File: src/dsd_pkg.sv
// Constants, opcode patterns and carrier types for the instruction decoder.
//
// Functional notes
// - Immediate instructions finish in one cycle.
// - Top bits 100: multiply by 13-bit constant.
// - Short accumulator load zero-extends eight bits.
// - Pointer-load immediate takes bit 0, one cycle.
// - Page-load immediate takes bit 0, one cycle.
// - Post-decrement lowers selected aux register by one.
// - New pointer value loads after execution.
// - Add with shift: one cycle, one word.
// - Upper store shifts by three-bit field.
// - Branches and calls: two words, two cycles.
// - Load temp and accumulate: one cycle.
// - Branch on test pin acts as two-cycle nop.
// - Stack push and pop take two cycles.
// - Ports two cycles; table moves three cycles.
// - Clear low, load upper half, one cycle.
// - Unsigned add without sign extension, one cycle.
// - Temp load, accumulate, copy word forward.
// - Multiply temp by memory into product.
// - Status word load and store, one cycle.
// - Aux immediate and memory loads, bit 8 selects; the memory load sets mem_rd, leaves ar0 and ar1 unchanged and ignores bit 8.
// - Data copy to next location, one cycle.
// - Absolute value and accumulator clear, one cycle.
// - Bit 5 increments, bit 4 decrements aux.
// - Direct address joins page bit to seven bits.
package dsd_pkg;
  localparam int DSD_W = 16;
  localparam int DSD_ACC_W = 32;
  localparam int DSD_AR_W = 16;
  localparam logic [7:0] DSD_HB_ADDU = 8'h61;
  localparam logic [7:0] DSD_HB_ZLDH = 8'h65;
  localparam logic [7:0] DSD_HB_MAR = 8'h68;
  localparam logic [7:0] DSD_HB_COPY = 8'h69;
  localparam logic [7:0] DSD_HB_LT = 8'h6a;
  localparam logic [7:0] DSD_HB_LTD = 8'h6b;
  localparam logic [7:0] DSD_HB_LTAC = 8'h6c;
  localparam logic [7:0] DSD_HB_MULM = 8'h6d;
  localparam logic [7:0] DSD_HB_PGIM = 8'h6e;
  localparam logic [7:0] DSD_HB_LTBR = 8'h67;
  localparam logic [7:0] DSD_HB_STLD = 8'h7b;
  localparam logic [7:0] DSD_HB_STST = 8'h7c;
  localparam logic [7:0] DSD_HB_TBW = 8'h7d;
  localparam logic [7:0] DSD_HB_ACIM = 8'h7e;
  localparam logic [7:0] DSD_HB_MISC = 8'h7f;
  localparam logic [7:0] DSD_LB_MAG = 8'h88;
  localparam logic [7:0] DSD_LB_CLR = 8'h89;
  localparam logic [7:0] DSD_LB_PUSH = 8'h9c;
  localparam logic [7:0] DSD_LB_POP = 8'h9d;
  localparam logic [7:0] DSD_LB_APAC = 8'h8f;
  localparam logic [7:0] DSD_LB_PAC = 8'h8e;
  localparam logic [7:0] DSD_LB_SPAC = 8'h90;
  localparam logic [3:0] DSD_BR_TESTPIN = 4'h6;
  localparam logic [1:0] DSD_CYC_ONE = 2'h1;
  localparam logic [1:0] DSD_CYC_TWO = 2'h2;
  localparam logic [1:0] DSD_CYC_THREE = 2'h3;
  localparam logic [1:0] DSD_RST_PTR = 2'h0;

  typedef enum logic [2:0] {
    DSD_S_EXEC = 3'h1,
    DSD_S_WORD2 = 3'h2,
    DSD_S_WAIT = 3'h4
  } dsd_state_t;

  // Accumulator operation selector.
  typedef enum logic [3:0] {
    DSD_A_NONE = 4'h0, DSD_A_ADD_SH = 4'h1, DSD_A_ADD_US = 4'h2, DSD_A_LOAD_K = 4'h3,
    DSD_A_ZLDH = 4'h4, DSD_A_ADD_P = 4'h5, DSD_A_MAG = 4'h6, DSD_A_ZERO = 4'h7,
    DSD_A_LOAD_P = 4'h8, DSD_A_SUB_P = 4'h9, DSD_A_POP = 4'ha
  } dsd_acc_op_t;

  // Decoded control word issued for each executed instruction.
  typedef struct packed {
    logic valid;
    dsd_acc_op_t acc_op;
    logic [3:0] shift;
    logic [12:0] mult_k;
    logic mult_k_en;
    logic mult_mem_en;
    logic load_t;
    logic mem_rd;
    logic mem_wr_acc_hi;
    logic [2:0] store_shift;
    logic copy_next;
    logic status_ld;
    logic status_st;
    logic [7:0] dma;
    logic [7:0] imm8;
    logic port_in;
    logic port_out;
    logic [2:0] port_addr;
    logic table_rd;
    logic table_wr;
    logic push;
    logic pop;
  } dsd_ctrl_t;

  typedef struct packed {
    dsd_state_t state;
    logic [1:0] wait_cnt;
    logic [3:0] br_code;
    logic asel;
    logic pg;
    logic [DSD_AR_W-1:0] ar0;
    logic [DSD_AR_W-1:0] ar1;
    dsd_ctrl_t ctrl;
    logic branch;
    logic [3:0] branch_code;
    logic [11:0] branch_addr;
    logic fetch_word2;
    logic busy;
  } dsd_regs_t;
endpackage

File: src/dsd_decoder.sv
// Instruction decoder: decodes fetched words into control and keeps pointers.
//
`timescale 1ns/10ps
module dsd_decoder
  import dsd_pkg::*;
#(
  parameter int WORD_W = 16
) (
  input wire logic mclk_in,
  input wire logic rst_in,
  input wire logic clk_en_in,
  input wire logic word_valid_in,
  input wire logic [WORD_W-1:0] word_in,
  output logic word_ready_out,
  output dsd_ctrl_t ctrl_out,
  output logic asel_out,
  output logic pg_out,
  output logic [DSD_AR_W-1:0] ar0_out,
  output logic [DSD_AR_W-1:0] ar1_out,
  output logic fetch_word2_out,
  output logic branch_out,
  output logic [3:0] branch_code_out,
  output logic [11:0] branch_addr_out
);

  initial begin
    if (WORD_W != DSD_W) begin
      $error("dsd_decoder supports only 16-bit instruction words");
    end
  end

  dsd_regs_t r_ff;
  dsd_regs_t nxt_r;

  logic take;
  logic [7:0] hb;
  logic [7:0] lb;
  logic ind;
  logic [7:0] sel_ar;

  assign take = word_valid_in && (r_ff.state != DSD_S_WAIT);
  assign hb = word_in[15:8];
  assign lb = word_in[7:0];
  assign ind = word_in[7];
  assign sel_ar = r_ff.asel ? r_ff.ar1[7:0] : r_ff.ar0[7:0];

  // ---------------------------------------------------------------
  // Next-state logic
  // ---------------------------------------------------------------
  always_comb begin
    logic upd_ar;
    logic [DSD_AR_W-1:0] cur;
    upd_ar = 1'b0;
    cur = '0;
    nxt_r = r_ff;
    nxt_r.ctrl = '0;
    nxt_r.branch = 1'b0;
    nxt_r.fetch_word2 = 1'b0;
    case (r_ff.state)
      DSD_S_EXEC: begin
        if (take) begin
          nxt_r.ctrl.valid = 1'b1;
          // Direct address joins page bit and seven address bits.
          nxt_r.ctrl.dma = ind ? sel_ar : {r_ff.pg, word_in[6:0]};
          nxt_r.ctrl.imm8 = lb;
          upd_ar = ind;
          if (word_in[15:13] == 3'b100) begin
            upd_ar = 1'b0;
            nxt_r.ctrl.mult_k = word_in[12:0];
            nxt_r.ctrl.mult_k_en = 1'b1;
          end else if (word_in[15:12] == 4'h0) begin
            nxt_r.ctrl.acc_op = DSD_A_ADD_SH;
            nxt_r.ctrl.shift = word_in[11:8];
            nxt_r.ctrl.mem_rd = 1'b1;
          end else if (word_in[15:11] == 5'b01011) begin
            nxt_r.ctrl.mem_wr_acc_hi = 1'b1;
            nxt_r.ctrl.store_shift = word_in[10:8];
          end else if (word_in[15:12] == 4'hf) begin
            upd_ar = 1'b0;
            nxt_r.br_code = word_in[11:8];
            nxt_r.fetch_word2 = 1'b1;
            nxt_r.ctrl.valid = 1'b0;
            nxt_r.state = DSD_S_WORD2;
          end else if (word_in[15:12] == 4'h4) begin
            nxt_r.ctrl.port_in = !word_in[11];
            nxt_r.ctrl.port_out = word_in[11];
            nxt_r.ctrl.port_addr = word_in[10:8];
            nxt_r.wait_cnt = DSD_CYC_TWO - 2'h1;
            nxt_r.state = DSD_S_WAIT;
          end else if (word_in[15:9] == 7'b0111000) begin
            upd_ar = 1'b0;
            if (word_in[8]) begin
              nxt_r.ar1 = {8'h00, lb};
            end else begin
              nxt_r.ar0 = {8'h00, lb};
            end
          end else if (word_in[15:9] == 7'b0011100) begin
            nxt_r.ctrl.mem_rd = 1'b1;
          end else begin
            case (hb)
              DSD_HB_ADDU: begin
                nxt_r.ctrl.acc_op = DSD_A_ADD_US;
                nxt_r.ctrl.mem_rd = 1'b1;
              end
              DSD_HB_ZLDH: begin
                nxt_r.ctrl.acc_op = DSD_A_ZLDH;
                nxt_r.ctrl.mem_rd = 1'b1;
              end
              DSD_HB_MAR: begin
                if (!ind) begin
                  upd_ar = 1'b0;
                end
                if (lb[7:1] == 7'b1000000) begin
                  upd_ar = 1'b0;
                  nxt_r.asel = lb[0];
                end
              end
              DSD_HB_COPY: begin
                nxt_r.ctrl.mem_rd = 1'b1;
                nxt_r.ctrl.copy_next = 1'b1;
              end
              DSD_HB_LT: begin
                nxt_r.ctrl.load_t = 1'b1;
                nxt_r.ctrl.mem_rd = 1'b1;
              end
              DSD_HB_LTD: begin
                nxt_r.ctrl.load_t = 1'b1;
                nxt_r.ctrl.acc_op = DSD_A_ADD_P;
                nxt_r.ctrl.mem_rd = 1'b1;
                nxt_r.ctrl.copy_next = 1'b1;
              end
              DSD_HB_LTAC: begin
                nxt_r.ctrl.load_t = 1'b1;
                nxt_r.ctrl.acc_op = DSD_A_ADD_P;
                nxt_r.ctrl.mem_rd = 1'b1;
              end
              DSD_HB_MULM: begin
                nxt_r.ctrl.mult_mem_en = 1'b1;
                nxt_r.ctrl.mem_rd = 1'b1;
              end
              DSD_HB_PGIM: begin
                upd_ar = 1'b0;
                nxt_r.pg = word_in[0];
              end
              DSD_HB_STLD: begin
                upd_ar = ind;
                nxt_r.ctrl.status_ld = 1'b1;
                nxt_r.ctrl.mem_rd = 1'b1;
              end
              DSD_HB_STST: begin
                nxt_r.ctrl.status_st = 1'b1;
              end
              DSD_HB_LTBR: begin
                nxt_r.ctrl.table_rd = 1'b1;
                nxt_r.wait_cnt = DSD_CYC_THREE - 2'h1;
                nxt_r.state = DSD_S_WAIT;
              end
              DSD_HB_TBW: begin
                nxt_r.ctrl.table_wr = 1'b1;
                nxt_r.wait_cnt = DSD_CYC_THREE - 2'h1;
                nxt_r.state = DSD_S_WAIT;
              end
              DSD_HB_ACIM: begin
                upd_ar = 1'b0;
                nxt_r.ctrl.acc_op = DSD_A_LOAD_K;
              end
              DSD_HB_MISC: begin
                upd_ar = 1'b0;
                case (lb)
                  DSD_LB_MAG: nxt_r.ctrl.acc_op = DSD_A_MAG;
                  DSD_LB_CLR: nxt_r.ctrl.acc_op = DSD_A_ZERO;
                  DSD_LB_APAC: nxt_r.ctrl.acc_op = DSD_A_ADD_P;
                  DSD_LB_PAC: nxt_r.ctrl.acc_op = DSD_A_LOAD_P;
                  DSD_LB_SPAC: nxt_r.ctrl.acc_op = DSD_A_SUB_P;
                  DSD_LB_PUSH: begin
                    nxt_r.ctrl.push = 1'b1;
                    nxt_r.wait_cnt = DSD_CYC_TWO - 2'h1;
                    nxt_r.state = DSD_S_WAIT;
                  end
                  DSD_LB_POP: begin
                    nxt_r.ctrl.pop = 1'b1;
                    nxt_r.ctrl.acc_op = DSD_A_POP;
                    nxt_r.wait_cnt = DSD_CYC_TWO - 2'h1;
                    nxt_r.state = DSD_S_WAIT;
                  end
                  default: nxt_r.ctrl.acc_op = DSD_A_NONE;
                endcase
              end
              default: begin
                nxt_r.ctrl.mem_rd = 1'b0;
              end
            endcase
          end
          // Indirect post-modify happens after the access.
          if (upd_ar) begin
            cur = r_ff.asel ? r_ff.ar1 : r_ff.ar0;
            if (word_in[5]) begin
              cur = cur + 16'h0001;
            end else if (word_in[4]) begin
              cur = cur - 16'h0001;
            end
            if (word_in[15:9] == 7'b0011100) begin
              cur = r_ff.asel ? r_ff.ar1 : r_ff.ar0;
            end
            if (r_ff.asel) begin
              nxt_r.ar1 = cur;
            end else begin
              nxt_r.ar0 = cur;
            end
            if (!word_in[3]) begin
              nxt_r.asel = word_in[0];
            end
          end
        end
      end
      DSD_S_WORD2: begin
        nxt_r.fetch_word2 = 1'b1;
        if (word_valid_in) begin
          nxt_r.fetch_word2 = 1'b0;
          nxt_r.state = DSD_S_EXEC;
          // The test pin is absent, so that branch is never taken.
          nxt_r.branch = (r_ff.br_code != DSD_BR_TESTPIN);
          nxt_r.branch_code = r_ff.br_code;
          nxt_r.branch_addr = word_in[11:0];
          nxt_r.ctrl.valid = 1'b1;
        end
      end
      DSD_S_WAIT: begin
        if (r_ff.wait_cnt <= 2'h1) begin
          nxt_r.state = DSD_S_EXEC;
        end
        nxt_r.wait_cnt = r_ff.wait_cnt - 2'h1;
      end
      default: begin
        nxt_r.state = DSD_S_EXEC;
      end
    endcase
    nxt_r.busy = (nxt_r.state == DSD_S_WAIT);
  end

  // ---------------------------------------------------------------
  // State register
  // ---------------------------------------------------------------
  always_ff @(posedge mclk_in or posedge rst_in) begin
    if (rst_in) begin
      r_ff <= '{state: DSD_S_EXEC, default: '0};
    end else if (clk_en_in) begin
      r_ff <= nxt_r;
    end
  end

  assign word_ready_out = 1'b1 ^ r_ff.busy;
  assign ctrl_out = r_ff.ctrl;
  assign asel_out = r_ff.asel;
  assign pg_out = r_ff.pg;
  assign ar0_out = r_ff.ar0;
  assign ar1_out = r_ff.ar1;
  assign fetch_word2_out = r_ff.fetch_word2;
  assign branch_out = r_ff.branch;
  assign branch_code_out = r_ff.branch_code;
  assign branch_addr_out = r_ff.branch_addr;
endmodule

File: config.mk
export PLATFORM = sky130hd
export DESIGN_NAME = dsd_decoder
export DESIGN_NICKNAME = d
export VERILOG_FILES = /design/src/dsd_pkg.sv /design/src/dsd_decoder.sv
export SDC_FILE = /design/constraint.sdc
export NUM_CORES = 1
export LEC_CHECK = 0
export BUFFER_PORTS_ARGS = -buffer_cell sky130_fd_sc_hd__buf_2
export CORE_ASPECT_RATIO = 0.5
export CORE_MARGIN = 2
export CORE_UTILIZATION = 57
export DETAILED_ROUTE_END_ITERATION = 6
export PLACE_DENSITY_LB_ADDON = 0.12
export RECOVER_POWER = 50
export SETUP_SLACK_MARGIN = 0.3
export SLEW_MARGIN = 20
export SYNTH_ARGS = -nofsm -noshare
export SYNTH_HDL_FRONTEND = slang
export SYNTH_SLANG_ARGS = --single-unit
File: constraint.sdc
create_clock -name mclk_in -period 5.9 [get_ports mclk_in]
set_input_delay 1.475 -clock mclk_in [delete_from_list [all_inputs] [get_ports mclk_in]]
set_output_delay 1.475 -clock mclk_in [all_outputs]
set_load 0.05 [all_outputs]
==> results.md <==
* CP Cell Sequence: clkbuf_1 -> and2b_1 -> and3_1 -> buf_4 -> o21ai_0 -> or4_1 -> or3_1 -> o2bb2ai_1
* Total power per unit cell area at between 400 and 500 nW/um2
* Post-synthesis sequential area ratio at 0.412
* Layout cells sized above 1 at 0.233
* Worst EP required at about 6.2 ns
* Clk_lat worst skew at between 0.4 and 0.5 ns
* Post-route ant nets at 0
* Vias per inst at about 6
* Worst-margin pin slew at ~2.3 ns
* Adder-Cell Fraction of Synth Area at 0.00515
* Worst VDD drop at 314 uV
* Violated checks: max-capacitance violations, max-slew violations
* Skew final at roughly 0.017 ns
* Vias in the first global route at 5426
* Synth async-reset ratio at 1.00
* Worst Path Buf+Inv at 2
* Critical Path Source Type: input port
* Dpl hpwl at around 13000 um
* Post-Syn Nets at 771
* Initial DRT Pass Iterations at 6
* Synth Area in Simple Gates at 0.156
* Clk pin slew, worst setup/hold paths at about 0.060 ns
* Mapped Cells at 748
* H-tree depth at 4
* Number of buffers created by CTS at 17
* Max incr delay on CP at 0.65 ns
* Pre-CTS setup slack at ~1.8 ns
* Area growth syn-to-layout at 5.37%
* Fin. max-slew vios at approximately 160
* Seq cells post-synth at 120
* Maximum clock path buffer count at 2
* Leak at 3.47 nW
* Port Buffers at 130
* Post-synthesis mux area share at 0.0575
* Synth warnings at 0
* Top Family by Delay on Critical Path: simple AND/OR/NAND/NOR gates
* Sink Count at 120
* Num rows at 29
* RSZ-0062 raised after global routing: no
* Post-route cell area at 7680 um2
* Fillers at between 1k and 1.5k
* Rel. slew slack at -0.534
* IO Pins at around 130
* Total wire length at 18800 um
* Die X at around 160 um
* EDFF count, synth at 0
* Final nets at between 700 and 800
* PostCTS Resize Cnt at 0
* Worst Hold Class: reg2reg
* Tcrit/Tclk final at 0.666
* Die Ht at around 84 um
* Synth Area in Compound Gates at 0.196
* Initial antenna violation count at 0
* Core footprint at around 13000 um2
* Synthesized area per cell at 9.75 um2
* Max-Cap Viols at 3
* Fin crit period at around 3.9 ns
* Root buf cell: clkbuf_16
* Main flop type after synthesis: dfrtp_1
* Total grt overflow at 0
* Via count at 5693
* CTS tree: done
* Postcts setup bufs at 0
* CP max stage cell: or4_1
* Drt wl/cell at between 20 and 25 um
* Mapped Area at roughly 7300 um2
* Overall Global Routing Usage at 0.282
* First-pass GRT wire length at slightly above 30000 um
* TNS Setup at 0 ns
* Die area at around 14000 um2
* Crit. End Element: flop
* CTS Hold Bufs at 0
* Fin. Hold Viols at 0
* Setup violations, final at 0
* Post-Synth XOR/XNOR Area at 0.0192
* Crit Path Max Fanout at 29
* Status: finished, violations left
* Max Clock Freq at about 0.25 GHz
* Synth cell types at ~80
* Placed instance area at 7160 um2
* Critical path class: in2reg
* Initial Utilization at 0.579
* DRC at 0
* Gpl congestion at just under 1
* Main combinational cell family by area after synthesis: compound AO/OA/AOI/OAI gates
* Arrival time of the worst setup path at 4.27 ns
* DRT iter0 DRCs at roughly 610
* Largest net degree at the start of global routing at 72
* Final worst slack at roughly 2 ns
* Antenna fix cells at 0
state kept, by name, indices dropped and copies added, names as in the netlist:
name,cells
ar0_out,16
ar1_out,16
asel_out,1
branch_addr_out,12
branch_code_out,4
branch_out,1
ctrl_out,58
fetch_word2_out,1
pg_out,1
r_ff,10
cell usage in the layout, fill, tap and decap left out, drive strengths merged, types with 23 or more instances in the layout:
| cell type | netlist | final |
|---|---|---|
| dfrtp | 119 | 119 |
| buf | 120 | 96 |
| clkbuf | 35 | 57 |
| nand2 | 43 | 43 |
| nor2 | 41 | 41 |
| o21ai | 40 | 40 |
| a22o | 35 | 35 |
| nand3 | 30 | 30 |
| a21oi | 29 | 29 |
| inv | 24 | 25 |
| mux2 | 23 | 23 |
worst register-to-register path: cells and delay by family, from the launching register on:
family / cells / cell delay [ns]
AOI/OAI and AO/OA: 4 / 1.19
and+or+nand+nor: 3 / 0.40
buffers and inverters: 1 / 0.38
DFF: 1 / 0.32
xor gates and xnor gates: 1 / 0.24
adders and majority gates: 1 / 0.22
per-stage QoR:
step / hold slack [ns] / cells / power, mW / util
CTS: 0.479 / 930 / 3.53 / 0.615
global placement: 0.459 / 898 / 2.48 / 0.569
global route: 0.505 / 930 / 3.69 / 0.610
detailed placement: 0.470 / 898 / 2.50 / 0.569
finish: 0.475 / 930 / 3.53 / 0.610
floorplan: 0.451 / 748 / 2.37 / -
synth_stat cells, drive strengths merged, types with 4 or more instances:
master	count	area, um2
buf	120	870
a22o	35	307
nand2	43	161
o22ai	9	56.3
xnor2	7	61.3
nor2	41	154
and2	4	25.0
mux2i	16	160
a21o	4	30.0
a21oi	29	145
o2bb2ai	19	166
clkbuf	35	163
nand3	30	160
xor2	9	78.8
a31oi	4	31.3
a221oi	5	67.6
or2	4	25.0
a211oi	8	82.6
a32o	4	40.0
nor2b	12	75.1
nor4b	5	43.8
nand2b	5	31.3
o22a	4	35.0
inv	24	90.1
dfrtp	119	2980
nor4	5	46.3
nand4b	6	52.6
nand4	8	50.1
o21ai	40	200
mux2	23	259
a32oi	5	43.8
o32ai	4	35.0
or3	8	51.3
nor3	9	45.0
kinds of logic (layout without fill, tap and decap cells):
logic type / Yosys count / in the layout
buffers and inverters: 179 / 191
XOR/XNOR: 16 / 16
multiplexers: 39 / 39
flip-flops: 120 / 120
AO/OA/AOI/OAI: 189 / 189
AND/OR/NAND/NOR: 202 / 202
adder cells (fa/ha/maj): 3 / 3
final cells by class:
type,instances,area (um2),area share
Inverter,24,91.3,0.0119
Timing Repair Buffer,135,633,0.0824
Clock inverter,14,148,0.0192
Multi-Input combinational cell,449,3160,0.412
Clock buffer,18,429,0.0559
Tap cell,170,213,0.0277
Sequential cell,120,3000,0.391
worst paths after layout:
kind	cells after the start	startpoint	slack [ns]	to
worst min-delay path	2	branch_addr_out[10]	0.47	branch_addr_out[10]
worst max-delay path	8	clk_en_in	1.97	ctrl_out[27]
min in group asynchronous	2	rst_in	1.17	ctrl_out[30]
worst min register to register	2	branch_addr_out[10]	0.47	branch_addr_out[10]
max in group asynchronous	3	rst_in	2.55	ar1_out[7]
worst max register to register	10	asel_out	3.02	ar1_out[14]
report_power, final:
| part | switching, mW | internal, mW |
|---|---|---|
| clock | 0.414 | 0.624 |
| sequential | 0.147 | 0.971 |
| combinational | 0.979 | 0.391 |
| total | 1.54 | 1.99 |
routing by layer:
metal  wire length [um]  global-route usage  vias up
li1                   -                   -     2609
met4                196              0.0750        0
met2               8390               0.416      252
met1               8780               0.420     2815
met5                  0                   0        -
met3               1440              0.0616       17
Note: power is estimated with default switching activity, not from simulation.
